[src/hw/rsqd_pkg.sv]
/*
 * constants, field types and helpers for the receive signal quality block.
 * assumes one system clock at 100 MHz and an active-low asynchronous reset.
 */
// =====================================================================
// Summary of operation
// digital logic runs from the single crystal-derived system clock
// pass-through mode drives demodulated bits onto one selected output pin of three
// packet mode assembles bits into bytes, buffers them for the controller
// reset clears the whole block; controller then reprograms its configuration
// when enabled, the sleep timer on the slow tick wakes the chip periodically
// sleep interval programmable from one slow tick up to its documented maximum
// slow oscillator is measured at reset and periodically, flagged when within one percent
// battery sample taken on each move from sleep or standby into synth, rx, tx
// three-bit field sets smoothing filter order after the averaging stage
// filtered strength readable as raw code and as converted dBm value
// two-bit field selects live strength or capture at each packet stage
// compare flag is one when strength exceeds threshold, else zero
// compare flag routes to signal-valid interrupt or super-low-power rx control
// jump detector runs during FSK and counts each bit transition as one jump
// two-bit window field sets jumps needed before a judgement
// controller should choose four jumps; fewer only for short receive windows
// judgement is one only with matching rate, error in limit and SNR above 7 dB
// jump judgement routes to signal-valid interrupt or super-low-power rx control
// in direct mode with mute set, output is silenced by jump judgement
// battery result holds until the next tuning event replaces it
package rsqd_pkg;
	// =====================================================================
	// timing
	localparam int CLK_PERIOD_NS = 10;
	localparam int LP_PERIOD_NS = 31250;
	localparam logic [11:0] LP_DIV_NOM = 12'(LP_PERIOD_NS / CLK_PERIOD_NS);
	localparam logic [11:0] LP_TOL = 12'(LP_PERIOD_NS / CLK_PERIOD_NS / 100);
	localparam logic [30:0] SLEEP_TICKS_MIN = 31'h0000_0001;
	// =====================================================================
	// chip operating state codes
	localparam logic [3:0] ST_IDLE = 4'h0;
	localparam logic [3:0] ST_SLEEP = 4'h1;
	localparam logic [3:0] ST_STANDBY_STATE = 4'h2;
	localparam logic [3:0] ST_RFS = 4'h3;
	localparam logic [3:0] ST_RX = 4'h4;
	localparam logic [3:0] ST_TFS = 4'h5;
	localparam logic [3:0] ST_TX = 4'h6;
	// =====================================================================
	// field codes and reset values
	localparam logic [1:0] CAP_REALTIME = 2'h0;
	localparam logic [1:0] CAP_PKT_STAGE = 2'h1;
	localparam logic ROUTE_IRQ = 1'h0;
	localparam logic ROUTE_SLP = 1'h1;
	localparam logic [7:0] SNR_MIN_DB = 8'h07;
	localparam logic [7:0] DBM_OFFSET = 8'h80;
	localparam logic [7:0] BYTE_RST = 8'h00;
	localparam logic [15:0] ACC_RST = 16'h0000;
	localparam int FIFO_WIDTH = 8;
	localparam int FIFO_DEPTH = 16;

	typedef struct packed {
		logic [2:0] smooth_order;
		logic [1:0] capture_select;
		logic [7:0] threshold;
		logic route;
	} rsqd_rssi_cfg_t;

	typedef struct packed {
		logic [1:0] window_select;
		logic [7:0] symbol_len;
		logic route;
	} rsqd_pjd_cfg_t;

	// jumps needed per window code: 2, 4, 8, 16
	function automatic logic [4:0] jump_target(input logic [1:0] sel);
		jump_target = 5'h02 << sel;
	endfunction

	function automatic logic is_tuned_state(input logic [3:0] st);
		is_tuned_state = (st == ST_RFS) || (st == ST_RX) || (st == ST_TFS) || (st == ST_TX);
	endfunction
endpackage

[src/hw/rsqd_rx_quality.sv]
/*
 * receive-side digital logic: data routing, packet byte buffer, strength
 * filter and compare, phase-jump detector, sleep timer, battery capture.
 * assumes every input is synchronous to clk_sys and the demodulator marks
 * each bit sample with demod_valid.
 */
`timescale 1ns/1ps

// =====================================================================
// byte buffer
module rsqd_fifo #(
	parameter int WIDTH = 8,
	parameter int DEPTH = 16
) (
	input wire logic clk_sys, // system clock
	input wire logic resetn, // async reset, low
	input wire logic [WIDTH-1:0] in_data, // write data
	input wire logic in_valid, // write request
	output logic in_ready, // space left
	output logic [WIDTH-1:0] out_data, // head word
	output logic out_valid, // not empty
	input wire logic out_ready // reader takes head
);
	localparam int AW = $clog2(DEPTH);
	logic [WIDTH-1:0] mem [DEPTH];
	logic [AW:0] wr_ff, rd_ff;
	wire push = in_valid && in_ready;
	wire pop = out_valid && out_ready;
	// extra pointer bit tells full from empty
	assign in_ready = !((wr_ff[AW] != rd_ff[AW]) && (wr_ff[AW-1:0] == rd_ff[AW-1:0]));
	assign out_valid = (wr_ff != rd_ff);
	assign out_data = mem[rd_ff[AW-1:0]];
	always_ff @(posedge clk_sys)
	begin
		if (push)
			mem[wr_ff[AW-1:0]] <= in_data;
	end
	always_ff @(posedge clk_sys or negedge resetn)
	begin
		if (!resetn)
		begin
			wr_ff <= '0;
			rd_ff <= '0;
		end
		else
		begin
			wr_ff <= wr_ff + (AW+1)'(push);
			rd_ff <= rd_ff + (AW+1)'(pop);
		end
	end
	a_fifo_no_overrun: assert property (@(posedge clk_sys) disable iff (!resetn)
		!in_ready |=> wr_ff == $past(wr_ff)) else $error("fifo written while full");
endmodule

// =====================================================================
// top
module rsqd_rx_quality #(
	parameter logic [30:0] SLEEP_TICKS_MAX = 31'h4FF6_0000,
	parameter int CAL_EVERY = 16
) (
	input wire logic clk_sys, // system clock
	input wire logic resetn, // power-on reset, low
	input wire logic demod_bit, // demodulated bit
	input wire logic demod_valid, // bit sample strobe
	input wire logic fsk_active, // FSK demodulation on
	input wire logic pass_through, // 1 direct mode, 0 packet mode
	input wire logic [1:0] dout_sel, // output pin 1..3, 0 none
	input wire logic dout_mute, // mute direct output by jump result
	output logic [2:0] gpio_out, // pin data
	output logic [2:0] gpio_oe, // pin drive enable
	output logic [7:0] pkt_data, // buffered byte
	output logic pkt_valid, // byte available
	input wire logic pkt_ready, // controller takes byte
	output logic pkt_overflow, // sticky byte loss
	input wire logic pkt_overflow_clr, // clear loss flag
	input wire logic [3:0] chip_state, // operating state code
	input wire logic [7:0] battery_sample, // battery measurement
	output logic [7:0] battery_level_result, // last battery result
	input wire logic sleep_timer_en, // periodic wake enable
	input wire logic [30:0] sleep_ticks, // interval in slow ticks
	input wire logic in_sleep, // chip asleep
	output logic wake_pulse, // wake request pulse
	input wire logic low_power_oscillator_tick, // slow oscillator edge pulse
	output logic low_power_oscillator_cal_done, // measurement valid
	output logic low_power_oscillator_in_tol, // within one percent
	input wire logic [7:0] rssi_adc, // strength sample
	input wire logic rssi_adc_valid, // sample strobe
	input wire rsqd_pkg::rsqd_rssi_cfg_t rssi_cfg, // strength settings
	input wire logic pkt_stage, // packet stage pulse
	output logic [7:0] strength_raw_code, // filtered code
	output logic [7:0] strength_in_dbm, // code in dBm
	output logic strength_above, // above threshold
	input wire rsqd_pkg::rsqd_pjd_cfg_t pjd_cfg, // jump detector settings
	input wire logic demod_err_ok, // error within limit
	input wire logic [7:0] snr_db, // SNR estimate in dB
	output logic phase_jump_detector, // jump judgement
	output logic signal_valid_irq, // routed valid event
	output logic super_low_power_rx // routed slp control
);
	// =====================================================================
	// direct output and mute
	logic dout_ff;
	wire dout_nxt = demod_bit && !(dout_mute && !phase_jump_detector);
	// shift in four bits so pin three is not lost to a three-bit overflow
	wire [2:0] sel_mask = pass_through ? 3'((4'h1 << dout_sel) >> 1) : 3'h0;
	assign gpio_oe = sel_mask;
	assign gpio_out = sel_mask & {3{dout_ff}};
	always_ff @(posedge clk_sys or negedge resetn)
	begin
		if (!resetn)
			dout_ff <= 1'b0;
		else if (demod_valid && pass_through)
			dout_ff <= dout_nxt;
	end

	// =====================================================================
	// packet byte assembly, msb first; a byte waits while the buffer is full
	localparam logic [7:0] BYTE_RST_W = rsqd_pkg::BYTE_RST;
	logic [7:0] shift_ff, hold_ff;
	logic [2:0] bitcnt_ff;
	logic hold_vld_ff, ovf_ff;
	logic fifo_in_ready;
	wire bit_in = demod_valid && !pass_through;
	wire byte_done = bit_in && (bitcnt_ff == 3'h7);
	wire [7:0] nxt_shift = {shift_ff[6:0], demod_bit};
	wire hold_free = !hold_vld_ff || fifo_in_ready;
	always_ff @(posedge clk_sys or negedge resetn)
	begin
		if (!resetn)
		begin
			shift_ff <= BYTE_RST_W;
			hold_ff <= BYTE_RST_W;
			bitcnt_ff <= 3'h0;
			hold_vld_ff <= 1'b0;
			ovf_ff <= 1'b0;
		end
		else
		begin
			if (bit_in)
			begin
				shift_ff <= nxt_shift;
				bitcnt_ff <= bitcnt_ff + 3'h1;
			end
			if (byte_done && hold_free)
				hold_ff <= nxt_shift;
			if (byte_done && hold_free)
				hold_vld_ff <= 1'b1;
			else if (fifo_in_ready)
				hold_vld_ff <= 1'b0;
			// a loss in the clearing cycle still sets the flag
			ovf_ff <= (byte_done && !hold_free) || (ovf_ff && !pkt_overflow_clr);
		end
	end
	assign pkt_overflow = ovf_ff;
	rsqd_fifo #(.WIDTH(rsqd_pkg::FIFO_WIDTH), .DEPTH(rsqd_pkg::FIFO_DEPTH)) u_fifo (
		.clk_sys(clk_sys),
		.resetn(resetn),
		.in_data(hold_ff),
		.in_valid(hold_vld_ff),
		.in_ready(fifo_in_ready),
		.out_data(pkt_data),
		.out_valid(pkt_valid),
		.out_ready(pkt_ready)
	);

	// =====================================================================
	// low battery capture on each move from sleep or standby into a tuned state
	logic [3:0] prev_state_ff;
	logic [7:0] lbd_ff;
	wire from_idle_side = (prev_state_ff == rsqd_pkg::ST_SLEEP) || (prev_state_ff == rsqd_pkg::ST_STANDBY_STATE);
	wire tune_evt = from_idle_side && rsqd_pkg::is_tuned_state(chip_state);
	always_ff @(posedge clk_sys or negedge resetn)
	begin
		if (!resetn)
		begin
			prev_state_ff <= rsqd_pkg::ST_IDLE;
			lbd_ff <= BYTE_RST_W;
		end
		else
		begin
			prev_state_ff <= chip_state;
			if (tune_evt)
				lbd_ff <= battery_sample;
		end
	end
	assign battery_level_result = lbd_ff;

	// =====================================================================
	// slow oscillator measurement: system cycles between two slow edges
	typedef enum logic [2:0] {
		CAL_ARM = 3'b001,
		CAL_MEAS = 3'b010,
		CAL_HOLD = 3'b100
	} rsqd_cal_t;
	rsqd_cal_t cal_ff;
	logic [11:0] meas_ff, lp_div_ff, lp_cnt_ff;
	logic in_tol_ff, cal_done_ff, wake_ff;
	logic [7:0] wakes_ff;
	logic [30:0] sleep_cnt_ff;
	wire recal = (wakes_ff == 8'(CAL_EVERY));
	wire [11:0] diff = (meas_ff > rsqd_pkg::LP_DIV_NOM) ? meas_ff - rsqd_pkg::LP_DIV_NOM
		: rsqd_pkg::LP_DIV_NOM - meas_ff;
	always_ff @(posedge clk_sys or negedge resetn)
	begin
		if (!resetn)
		begin
			cal_ff <= CAL_ARM;
			meas_ff <= 12'h000;
			lp_div_ff <= rsqd_pkg::LP_DIV_NOM;
			in_tol_ff <= 1'b0;
			cal_done_ff <= 1'b0;
		end
		else
		begin
			case (cal_ff)
				CAL_ARM:
					if (low_power_oscillator_tick)
					begin
						meas_ff <= 12'h001;
						cal_ff <= CAL_MEAS;
					end
				CAL_MEAS:
					if (low_power_oscillator_tick)
					begin
						lp_div_ff <= meas_ff;
						in_tol_ff <= (diff <= rsqd_pkg::LP_TOL);
						cal_done_ff <= 1'b1;
						cal_ff <= CAL_HOLD;
					end
					else if (meas_ff != 12'hFFF)
						meas_ff <= meas_ff + 12'h001;
				CAL_HOLD:
					if (recal)
						cal_ff <= CAL_ARM;
				default:
					cal_ff <= CAL_ARM;
			endcase
		end
	end
	assign low_power_oscillator_cal_done = cal_done_ff;
	assign low_power_oscillator_in_tol = in_tol_ff;

	// =====================================================================
	// slow tick enable and sleep timer; a zero interval acts as the minimum
	wire lp_en = (lp_cnt_ff >= lp_div_ff - 12'h001);
	wire [30:0] ivl_lo = (sleep_ticks < rsqd_pkg::SLEEP_TICKS_MIN) ? rsqd_pkg::SLEEP_TICKS_MIN : sleep_ticks;
	wire [30:0] ivl = (ivl_lo > SLEEP_TICKS_MAX) ? SLEEP_TICKS_MAX : ivl_lo;
	wire sleeping = sleep_timer_en && in_sleep;
	wire sleep_hit = sleeping && lp_en && (sleep_cnt_ff >= ivl - 31'h1);
	always_ff @(posedge clk_sys or negedge resetn)
	begin
		if (!resetn)
		begin
			lp_cnt_ff <= 12'h000;
			sleep_cnt_ff <= 31'h0;
			wake_ff <= 1'b0;
			wakes_ff <= 8'h00;
		end
		else
		begin
			lp_cnt_ff <= lp_en ? 12'h000 : lp_cnt_ff + 12'h001;
			if (!sleeping || sleep_hit)
				sleep_cnt_ff <= 31'h0;
			else if (lp_en)
				sleep_cnt_ff <= sleep_cnt_ff + 31'h1;
			wake_ff <= sleep_hit;
			if (recal)
				wakes_ff <= 8'h00;
			else if (sleep_hit)
				wakes_ff <= wakes_ff + 8'h01;
		end
	end
	assign wake_pulse = wake_ff;

	// =====================================================================
	// strength: two-sample average, then first-order smoothing of set order
	logic [7:0] prev_adc_ff, raw_ff;
	logic [15:0] acc_ff;
	wire [8:0] pair_sum = {1'b0, prev_adc_ff} + {1'b0, rssi_adc};
	wire [15:0] target = {pair_sum[8:1], 8'h00};
	wire [15:0] step_up = (target - acc_ff) >> rssi_cfg.smooth_order;
	wire [15:0] step_dn = (acc_ff - target) >> rssi_cfg.smooth_order;
	wire [15:0] nxt_acc = (target >= acc_ff) ? acc_ff + step_up : acc_ff - step_dn;
	wire live = (rssi_cfg.capture_select != rsqd_pkg::CAP_PKT_STAGE);
	wire take_raw = live ? rssi_adc_valid : pkt_stage;
	always_ff @(posedge clk_sys or negedge resetn)
	begin
		if (!resetn)
		begin
			prev_adc_ff <= BYTE_RST_W;
			acc_ff <= rsqd_pkg::ACC_RST;
			raw_ff <= BYTE_RST_W;
		end
		else
		begin
			if (rssi_adc_valid)
			begin
				prev_adc_ff <= rssi_adc;
				acc_ff <= nxt_acc;
			end
			if (take_raw)
				raw_ff <= acc_ff[15:8];
		end
	end
	assign strength_raw_code = raw_ff;
	assign strength_in_dbm = raw_ff - rsqd_pkg::DBM_OFFSET;
	assign strength_above = (raw_ff > rssi_cfg.threshold);

	// =====================================================================
	// phase-jump detector: for symbol_len below 128, a transition counts only if spaced from three quarters of a symbol up to four symbols
	logic last_bit_ff, pjd_ff;
	logic [8:0] run_ff;
	logic [4:0] jumps_ff;
	wire [8:0] sym = {1'b0, pjd_cfg.symbol_len};
	wire jump = fsk_active && demod_valid && (demod_bit != last_bit_ff);
	wire rate_ok = (run_ff + 9'h001 >= sym - (sym >> 2)) && (run_ff < (sym << 2));
	wire quality_ok = demod_err_ok && (snr_db > rsqd_pkg::SNR_MIN_DB);
	wire win_full = (jumps_ff + 5'h01 >= rsqd_pkg::jump_target(pjd_cfg.window_select));
	always_ff @(posedge clk_sys or negedge resetn)
	begin
		if (!resetn)
		begin
			last_bit_ff <= 1'b0;
			pjd_ff <= 1'b0;
			run_ff <= 9'h000;
			jumps_ff <= 5'h00;
		end
		else if (!fsk_active)
		begin
			pjd_ff <= 1'b0;
			run_ff <= 9'h000;
			jumps_ff <= 5'h00;
		end
		else if (demod_valid)
		begin
			last_bit_ff <= demod_bit;
			run_ff <= jump ? 9'h000 : (run_ff == 9'h1FF ? run_ff : run_ff + 9'h001);
			if (jump && !rate_ok)
			begin
				jumps_ff <= 5'h00;
				pjd_ff <= 1'b0;
			end
			else if (jump && win_full)
			begin
				jumps_ff <= 5'h00;
				pjd_ff <= quality_ok;
			end
			else if (jump)
				jumps_ff <= jumps_ff + 5'h01;
		end
	end
	assign phase_jump_detector = pjd_ff;

	// =====================================================================
	// result routing
	assign signal_valid_irq = (strength_above && rssi_cfg.route == rsqd_pkg::ROUTE_IRQ)
		|| (pjd_ff && pjd_cfg.route == rsqd_pkg::ROUTE_IRQ);
	assign super_low_power_rx = (strength_above && rssi_cfg.route == rsqd_pkg::ROUTE_SLP)
		|| (pjd_ff && pjd_cfg.route == rsqd_pkg::ROUTE_SLP);

	// =====================================================================
	// checks
	a_mute_silences_out: assert property (@(posedge clk_sys) disable iff (!resetn)
		demod_valid && pass_through && dout_mute && !pjd_ff |=> !dout_ff) else $error("muted output high");
	a_dout_only_direct: assert property (@(posedge clk_sys) disable iff (!resetn)
		!pass_through |-> gpio_oe == 3'h0) else $error("pin driven in packet mode");
	a_lbd_tune_capture: assert property (@(posedge clk_sys) disable iff (!resetn)
		tune_evt |=> battery_level_result == $past(battery_sample)) else $error("battery not captured");
	a_lbd_holds_value: assert property (@(posedge clk_sys) disable iff (!resetn)
		!tune_evt |=> $stable(battery_level_result)) else $error("battery result changed");
	a_wake_needs_enable: assert property (@(posedge clk_sys) disable iff (!resetn)
		wake_pulse |-> $past(sleep_timer_en && in_sleep)) else $error("wake without enable");
	a_pjd_needs_fsk: assert property (@(posedge clk_sys) disable iff (!resetn)
		!fsk_active |=> !phase_jump_detector) else $error("judgement outside fsk");
	a_pjd_snr_gate: assert property (@(posedge clk_sys) disable iff (!resetn)
		$rose(phase_jump_detector) |-> $past(snr_db) > 8'h07) else $error("judgement with low snr");
	a_above_compare: assert property (@(posedge clk_sys) disable iff (!resetn)
		take_raw && acc_ff[15:8] > rssi_cfg.threshold && $stable(rssi_cfg) |=> strength_above)
		else $error("compare flag missing");
	c_wake_seen: cover property (@(posedge clk_sys) disable iff (!resetn) wake_pulse);
	c_pjd_valid: cover property (@(posedge clk_sys) disable iff (!resetn) $rose(phase_jump_detector));
	c_fifo_full: cover property (@(posedge clk_sys) disable iff (!resetn) !fifo_in_ready ##1 pkt_overflow);
endmodule

[config.mk]
export PLATFORM = sky130hd
export DESIGN_NAME = rsqd_rx_quality
export DESIGN_NICKNAME = d
export VERILOG_FILES = /design/src/hw/rsqd_pkg.sv /design/src/hw/rsqd_rx_quality.sv
export SDC_FILE = /design/constraint.sdc
export NUM_CORES = 1
export LEC_CHECK = 0
export BUFFER_PORTS_ARGS = -buffer_cell sky130_fd_sc_hd__buf_2
export CAP_MARGIN = 30
export CELL_PAD_IN_SITES_DETAIL_PLACEMENT = 1
export CELL_PAD_IN_SITES_GLOBAL_PLACEMENT = 2
export CORE_AREA = 2 2 194 244
export DETAILED_ROUTE_END_ITERATION = 16
export DIE_AREA = 0 0 196 246
export GPL_TIMING_DRIVEN = 0
export MAX_ROUTING_LAYER = met4
export PLACE_DENSITY_LB_ADDON = 0.1
export SLEW_MARGIN = 20
export SYNTH_ARGS = -nofsm -noshare
export SYNTH_HDL_FRONTEND = slang
export SYNTH_HIERARCHICAL = 1
export SYNTH_SLANG_ARGS = --single-unit
[constraint.sdc]
create_clock -name clk_sys -period 9.35 [get_ports clk_sys]
set_input_delay 0.935 -clock clk_sys [delete_from_list [all_inputs] [get_ports clk_sys]]
set_output_delay 0.935 -clock clk_sys [all_outputs]
set_load 0.05 [all_outputs]
* Word level (Yosys, flattened, before mapping)
Memory sizes are Yosys's and may differ from the RTL's.
Cells that the tools add are included.
** Operators by class
- Add/sub/neg operators :: 20
- $lt $le $gt $ge :: 12
- Equal/unequal tests :: 28
- Shifts and indexed selects :: 4
- Muxes and demuxes :: 36
- Bitwise operators :: 3
- Reductions and logical operators :: 53
** Operators with widths (count)
- 31-bit two-way mux :: 4
- 12-bit two-way mux :: 5
- 16-bit subtractor :: 3
- 9-bit two-way mux :: 4
- 16-bit by 3-bit >> shifter with 16-bit output :: 2
- 31-bit by 1-bit adder with 31-bit output, second input constant :: 1
- 31-bit greater-or-equal comparator :: 1
- 31-bit > comparator, second input constant :: 1
- 31-bit by 1-bit less-than comparator with 1-bit output, second input constant :: 1
- 31-bit by 1-bit subtractor with 31-bit output, second input constant :: 1
- 1-bit logical AND :: 25
- 5-bit two-way mux :: 5
- 12-bit by 1-bit adder with 12-bit output, second input constant :: 2
- 12-bit one-hot mux with 2 select lines :: 1
- 16-bit adder :: 1
- 16-bit greater-or-equal comparator :: 1
- 16-bit two-way mux :: 1
- 8-bit two-way mux :: 2
- 2-bit != test, second input constant :: 7
- 4-bit by 3-bit equality test with 1-bit output, second input constant :: 3
- 12-bit greater-or-equal comparator :: 1
- 12-bit > comparator, second input constant :: 1
- 12-bit by 5-bit less-or-equal comparator with 1-bit output, second input constant :: 1
- 3-bit two-way mux :: 4
- 43 further kinds :: 78
** Word-level totals
- Register bits after elaboration :: 172
- Bits in writable memories :: 128
- Input port bits :: 101
- Output and inout bits :: 47
- Logic and storage cells :: 183
- Memories kept :: 1
** Memories
- u_fifo.mem :: depth 16, width 8, rd ports 1, clocked after Yosys merged registers in 0, wr ports 1, RTL line rsqd_rx_quality.sv:25 : logic [WIDTH-1:0] mem [DEPTH];

* Logic depth before layout (Yosys ltp)
- Word-level depth :: 9
- Mapped depth :: 31

* Cells and area by module
Netlist, hierarchy kept.
** By module, submodules not included
- rsqd_rx_quality :: instances 1, cells an instance 1630, area an instance 13939.6 µm², sequential area each 4062.6 µm²
- rsqd_fifo :: instances 1, cells an instance 299, area an instance 5595.4 µm², sequential area each 4093.9 µm²

* Least setup slack after synthesis
No wires, ideal clock.
- Kind :: input-to-reg
- Start point :: input port sleep_ticks[25]
- End point :: register sleep_cnt_ff[22]
- Library setup time :: 71 ps
- Arrival :: 6618 ps
- Required time :: 9279 ps
- Setup slack :: 2661 ps
- Stages :: 28
- Buffers on the path :: 5
- Cells stage by stage :: or4_4 -> or3_4 -> or4_1 -> nand3_1 -> a31oi_1 -> o31ai_2 -> nand2_1 -> buf_6 -> o21ai_0 -> ha_1 -> clkbuf_1 -> a21oi_1 -> a21oi_1 -> ha_1 -> a21o_1 -> a21o_1 -> a21o_1 -> a221o_1 -> a221o_1 -> a21oi_1 -> nor2_1 -> a211o_1 -> nor3b_1 -> buf_6 -> or2_1 -> buf_6 -> buf_6 -> nor2_1
** On the way
- Word-level cells in the longest chain between the ends :: 9
- Elaborated cells on any way between the ends :: 10
- Classes of those cells :: add/sub: 1; order compare: 3; mux: 3; reduce/logical: 3
** Ends and longest elaborated chain
- start, declared :: RTL line rsqd_rx_quality.sv:80 : input wire logic [30:0] sleep_ticks,
- 31-bit by 1-bit less-than comparator with 1-bit output :: RTL line rsqd_rx_quality.sv:246 : wire [30:0] ivl_lo = (sleep_ticks < rsqd_pkg::SLEEP_TICKS_MIN) ? rsqd_pkg::SLEEP_TICKS_MIN : sleep_ticks;
- 31-bit two-way mux * :: RTL line rsqd_rx_quality.sv:246
- 31-bit > comparator :: RTL line rsqd_rx_quality.sv:247 : wire [30:0] ivl = (ivl_lo > SLEEP_TICKS_MAX) ? SLEEP_TICKS_MAX : ivl_lo;
- 31-bit two-way mux * :: RTL line rsqd_rx_quality.sv:247
- 31-bit by 1-bit subtractor with 31-bit output * :: RTL line rsqd_rx_quality.sv:249 : wire sleep_hit = sleeping && lp_en && (sleep_cnt_ff >= ivl - 31'h1);
- 31-bit greater-or-equal comparator * :: RTL line rsqd_rx_quality.sv:249
- 1-bit logical AND * :: RTL line rsqd_rx_quality.sv:249
- named net sleep_hit :: RTL line rsqd_rx_quality.sv:249
- 1-bit logical OR * :: RTL line rsqd_rx_quality.sv:262 : if (!sleeping || sleep_hit)
- 31-bit two-way mux / 2-bit nonzero test (equally long branches)
- end signal, assigned :: RTL line rsqd_rx_quality.sv:265 : sleep_cnt_ff <= sleep_cnt_ff + 31'h1;
- end, declared :: RTL line rsqd_rx_quality.sv:199 : logic [30:0] sleep_cnt_ff;
Mark *: on every way through the listed nets, which the timed path passes. The rest lies on a longest branch.
A chain may end at the register's enable or synchronous reset.

* Worst setup path in the final report
- Start point :: input port rssi_adc[0]
- End point :: register acc_ff[14]
** On the way
- Word-level cells in the longest chain between the ends :: 5
- Elaborated cells on any way between the ends :: 9
- Classes of those cells :: add/sub: 5; order compare: 1; shift: 2; mux: 1
** Ends and longest elaborated chain
- start, declared :: RTL line rsqd_rx_quality.sv:86 : input wire logic [7:0] rssi_adc,
- 8-bit by 8-bit adder with 9-bit output * :: RTL line rsqd_rx_quality.sv:279 : wire [8:0] pair_sum = {1'b0, prev_adc_ff} + {1'b0, rssi_adc};
- 16-bit subtractor (on tied branches) :: RTL line rsqd_rx_quality.sv:282, rsqd_rx_quality.sv:281
- 16-bit by 3-bit >> shifter with 16-bit output (on tied branches) :: RTL line rsqd_rx_quality.sv:282, rsqd_rx_quality.sv:281
- 16-bit subtractor / 16-bit adder (equally long branches) :: RTL line rsqd_rx_quality.sv:283 : wire [15:0] nxt_acc = (target >= acc_ff) ? acc_ff + step_up : acc_ff - step_dn;
- 16-bit two-way mux * :: RTL line rsqd_rx_quality.sv:283
- end signal, assigned :: RTL line rsqd_rx_quality.sv:291 : acc_ff <= rsqd_pkg::ACC_RST;
- end signal, assigned :: RTL line rsqd_rx_quality.sv:299 : acc_ff <= nxt_acc;
- end, declared :: RTL line rsqd_rx_quality.sv:278 : logic [15:0] acc_ff;
Mark *: on every way between the ends. The rest lies on a longest branch, timed or not.

==> impl_summary.md <==
Outcome
The flow ran to the end, and the final reports show no timing, DRC or antenna violations.

Power and ir drop
The net switching power is 3.09 mW. The highest ir drop seen on vdd is ~0.00019 V. Power spread over the standard cell area amounts to 310 mW/mm2.

The fraction of power consumed by sequential logic is a little over a quarter. Total power for the finished layout comes to between 6 and 7 mW. The internal power contribution is ~3.8 mW.

Per report_power, the combinational group accounts for 54.6% of the total. The fraction of power spent switching nets is between 40 and 50%. Of the total power, the clock network draws a little under a fifth. The static leakage is 9.59 nW.

GRT
The first global-routing pass estimated 86000 um of wire. The via count of the first global-routing pass came to 16200. For this run, the total global-route usage over all layers was measured as roughly 23%. The initial antenna violation count was 0.

The global route total overflow is 0. Entering global routing, the biggest net connects 96 pins.

Placement
The post-detailed-placement half-perimeter wirelength is around 40000 um. The number of placed instances, taps included, is roughly 2700. At the end of routability-driven placement, the weighted congestion stood at just under 0.9. In this run the tool buffered the top-level ports with roughly 140 buffer cells. The placed standard-cell area is around 0.021 mm2.

The worst setup slack after placement is 1070 ps.

STA
The sum of negative setup slack is 0 ps. The number of pins with negative max-slew slack in the final report came to 0. The worst path meets setup with around 1900 ps of slack. The final-report hold violation count was 0. The final hold slack is approximately 340 ps. The worst path uses ~80% of the clock period. The final period demand of the worst path is about 7500 ps. The clock skew after layout is between 20 and 25 ps.

At the pin with the least slew margin, the transition time is 894 ps. For this run, the top clock speed supported by timing is between 0.1 and 0.15 GHz. Setup violations remaining at the end of the flow were counted as 0.

Headroom to the max-slew limit came out at 40.3%. Setup repair after global routing left no endpoint under its margin.

Yosys
In this run, synthesis inferred 128 flip-flops with an integrated enable. The number of flip-flops and latches in the synthesized netlist is 300. The synthesis warning total is 6. The biggest area consumer among synthesized cells is sky130_fd_sc_hd__dfrtp_1. The synthesized net count is 2169. Synthesis instantiated 101 different standard cells from the library.

Summing every instance area after synthesis gives approximately 0.020 mm2. Yosys attributes the largest share of cell area to sky130_fd_sc_hd__dfrtp_1 (21%), sky130_fd_sc_hd__edfxtp_1 (20%), sky130_fd_sc_hd__ha_1 (8.6%). The average instance in the mapped netlist occupies 10.1 um2.

In the synthesized netlist the dominant register cell turns out to be sky130_fd_sc_hd__dfrtp_1. In the synthesized netlist, the number of instances is just under 2000. Of all flip-flops after synthesis, the portion carrying an async set or reset was a little under three fifths. The area share of the largest cell type after synthesis is approximately a fifth.

The sequential-to-total area share from yosys stat is 41.8%.

Clock tree
TritonCTS built the clock tree. The clock drives 300 sinks. The number of levels the H-tree was split into is 2. The clock input transition at the sequential cells of the worst setup and hold paths is about 70 ps. The longest clock path from root to sink contains 3 buffers. Clock tree synthesis selected as its root buffer the cell sky130_fd_sc_hd__clkbuf_16. In this run, post-CTS repair resized a total of 0 instances. The number of hold buffers added after cts is 0.

After clock tree synthesis, the setup repair step added 0 buffers. The total CTS buffers is 34. For the worst-skew pair, the clock arrives at the later sink with an insertion delay of 550 ps.

Floorplanning
The vertical die dimension is around 250 um. During I/O placement, the number of pins put on the boundary was approximately 150. The area of the placeable core is ~0.046 mm2. The die covers roughly 0.048 mm2. The row count is ~90. For this configuration, the core starts out at a cell density of ~43%.

The horizontal die dimension is 196 um.

Drt
Before antenna repair, the detailed router went through 5 iterations. The remaining routing DRC violations is 0. The count of routing violations after the opening detailed-route iteration is about 700.

The post-route antenna net violation count is 0. After detailed routing, the average wire length per cell comes to ~19 um. The total wire length after detailed routing is ~52000 um. The detail-routed via count per cell is around 5.6. The routed layout has 15200 vias.

Setup path
STA classifies the critical path endpoint as a flip-flop. The library cell appearing most often on the critical path is sky130_fd_sc_hd__a21oi_1. The top fanout value on the critical path is 10. The type of the setup path with the least slack is in2reg. The number of buffers and inverters on the critical path is 5. The delay of the slowest cell on the worst path is approximately 520 ps. Data on the critical path is required at its endpoint by about 9800 ps. The arrival time at the worst endpoint is 7870 ps. The worst setup path is launched from a primary input.

The cell with the biggest individual delay on the critical path is sky130_fd_sc_hd__fa_1. Grouping stages by cell kind, the critical path spends the most delay in compound AO/OA/AOI/OAI gates.

Final layout
The sequential cells in the finished layout cover a total of 0.00816 mm2. The final layout contains 2356 nets. The number of inserted filler cells in the final layout is 5189.

In the final layout, the multi-input gates occupy 0.0106 mm2. The finished layout holds approximately 2700 standard cells, fillers aside. The number of antenna repair diodes is 0. Of the cells placed in the final design, the portion with a size suffix greater than 1 is between 15 and 20%. The final non-filler cell area is roughly 0.022 mm2. At the end of the flow the core is filled with cells to between 40% and 50%.

The synthesis-to-layout area growth is 13.7%.

Run
The tool flagged a number of max-cap violations equal to 0.

Worst hold path
The tightest min-delay check is of the in2async type.
[state kept, by name, indices dropped and copies added, names as in the netlist, 3 cells and up]
name and flops:
prev_adc_ff 8, run_ff 9, meas_ff 12, u_fifo/mem 128, bitcnt_ff 3, lp_cnt_ff 12, hold_ff 8, prev_state_ff 4
wakes_ff 8, jumps_ff 5, u_fifo/rd_ff 5, u_fifo/wr_ff 5, battery_level_result 8, strength_raw_code 8, shift_ff 7, cal_ff 3
acc_ff 16, lp_div_ff 12, sleep_cnt_ff 31
[synthesized netlist by cell type (all sizes together), types with 10 or more instances]
master	n
o21ai	69
nand4	23
xor2	75
nor4	27
nand2b	32
o211ai	10
inv	88
nand2	142
dfrtp	165
a211oi	32
nor2b	15
mux2	62
a31oi	17
o31ai	11
a221o	10
o21a	15
xnor2	100
or3	19
and2	16
ha	135
nor3	39
a21oi	80
and3	24
or4	11
buf	51
nor2	188
edfxtp	128
mux4	18
o221ai	10
clkbuf	47
nand3	51
o22ai	17
a21o	43
mux2i	50
[cells by family after synthesis]
family / count (synthesis) / share of synthesized area [%]
simple gates: 626 / 15.9
compound gates: 372 / 12.9
flops: 300 / 41.8
buf+inv: 187 / 4.36
xor+xnor: 175 / 7.88
fa+ha+maj: 139 / 9.06
mux: 130 / 8.21
[cell usage in the layout (no fill, tap or decap), drive strengths merged, types with 8 or more instances in the layout]
master	Yosys	layout
buf	51	201
nor2	188	188
dfrtp	165	165
nand2	142	142
ha	135	135
edfxtp	128	128
xnor2	100	100
clkbuf	47	98
inv	88	91
a21oi	80	80
xor2	75	75
o21ai	69	69
mux2	62	62
nand3	51	51
mux2i	50	50
a21o	43	43
nor3	39	39
nand2b	32	32
a211oi	32	32
nor4	27	27
and3	24	24
nand4	23	23
or3	19	19
mux4	18	18
a31oi	17	17
o22ai	17	17
and2	16	16
nor2b	15	15
o21a	15	15
o31ai	11	11
or4	11	11
o211ai	10	10
o221ai	10	10
a221o	10	10
clkinv	1	9
or2	8	8
[power by group through the flow]
stage	clock network [mW]	registers (mW)	logic, mW
floorplan	0	1.87	2.70
global placement	0	1.84	3.64
detailed placement	0	1.87	3.75
CTS	1.33	1.84	3.77
global route	1.38	1.87	4.15
finish	1.29	1.84	3.76
[layout make-up]
class                   instances  area share [%]
multi-input cells            1442            47.8
well taps                     585            3.29
clock buffers                  51            4.25
repair buffers                151            3.62
clock inverters                11           0.541
inverters                      89            1.50
plain buffers                  98            2.33
flip-flops and latches        300            36.7
[per-layer routing]
layer  GRT usage [%]  up-vias  wire length (um)
met3            2.64       68              1590
met2            40.1      227             26800
met5               -        -                 0
li1                -     7362                 -
met1            27.9     7589             23100
met4            5.59        0              1040
[path summary, 6_finish.rpt]
check | start | end | slack (ps) | cells past startpoint
min in group clk_sys | low_power_oscillator_cal_done | low_power_oscillator_cal_done | 470 | 1
worst max-delay path | rssi_adc[0] | acc_ff[14] | 1880 | 31
worst min-delay path | resetn | low_power_oscillator_cal_done | 340 | 1
worst min register to register | low_power_oscillator_cal_done | low_power_oscillator_cal_done | 470 | 1
worst max register to register | prev_adc_ff[0] | acc_ff[14] | 2020 | 30
max in group asynchronous | resetn | u_fifo/rd_ff[3] | 8080 | 2
Note: power is estimated with default switching activity, not from simulation.
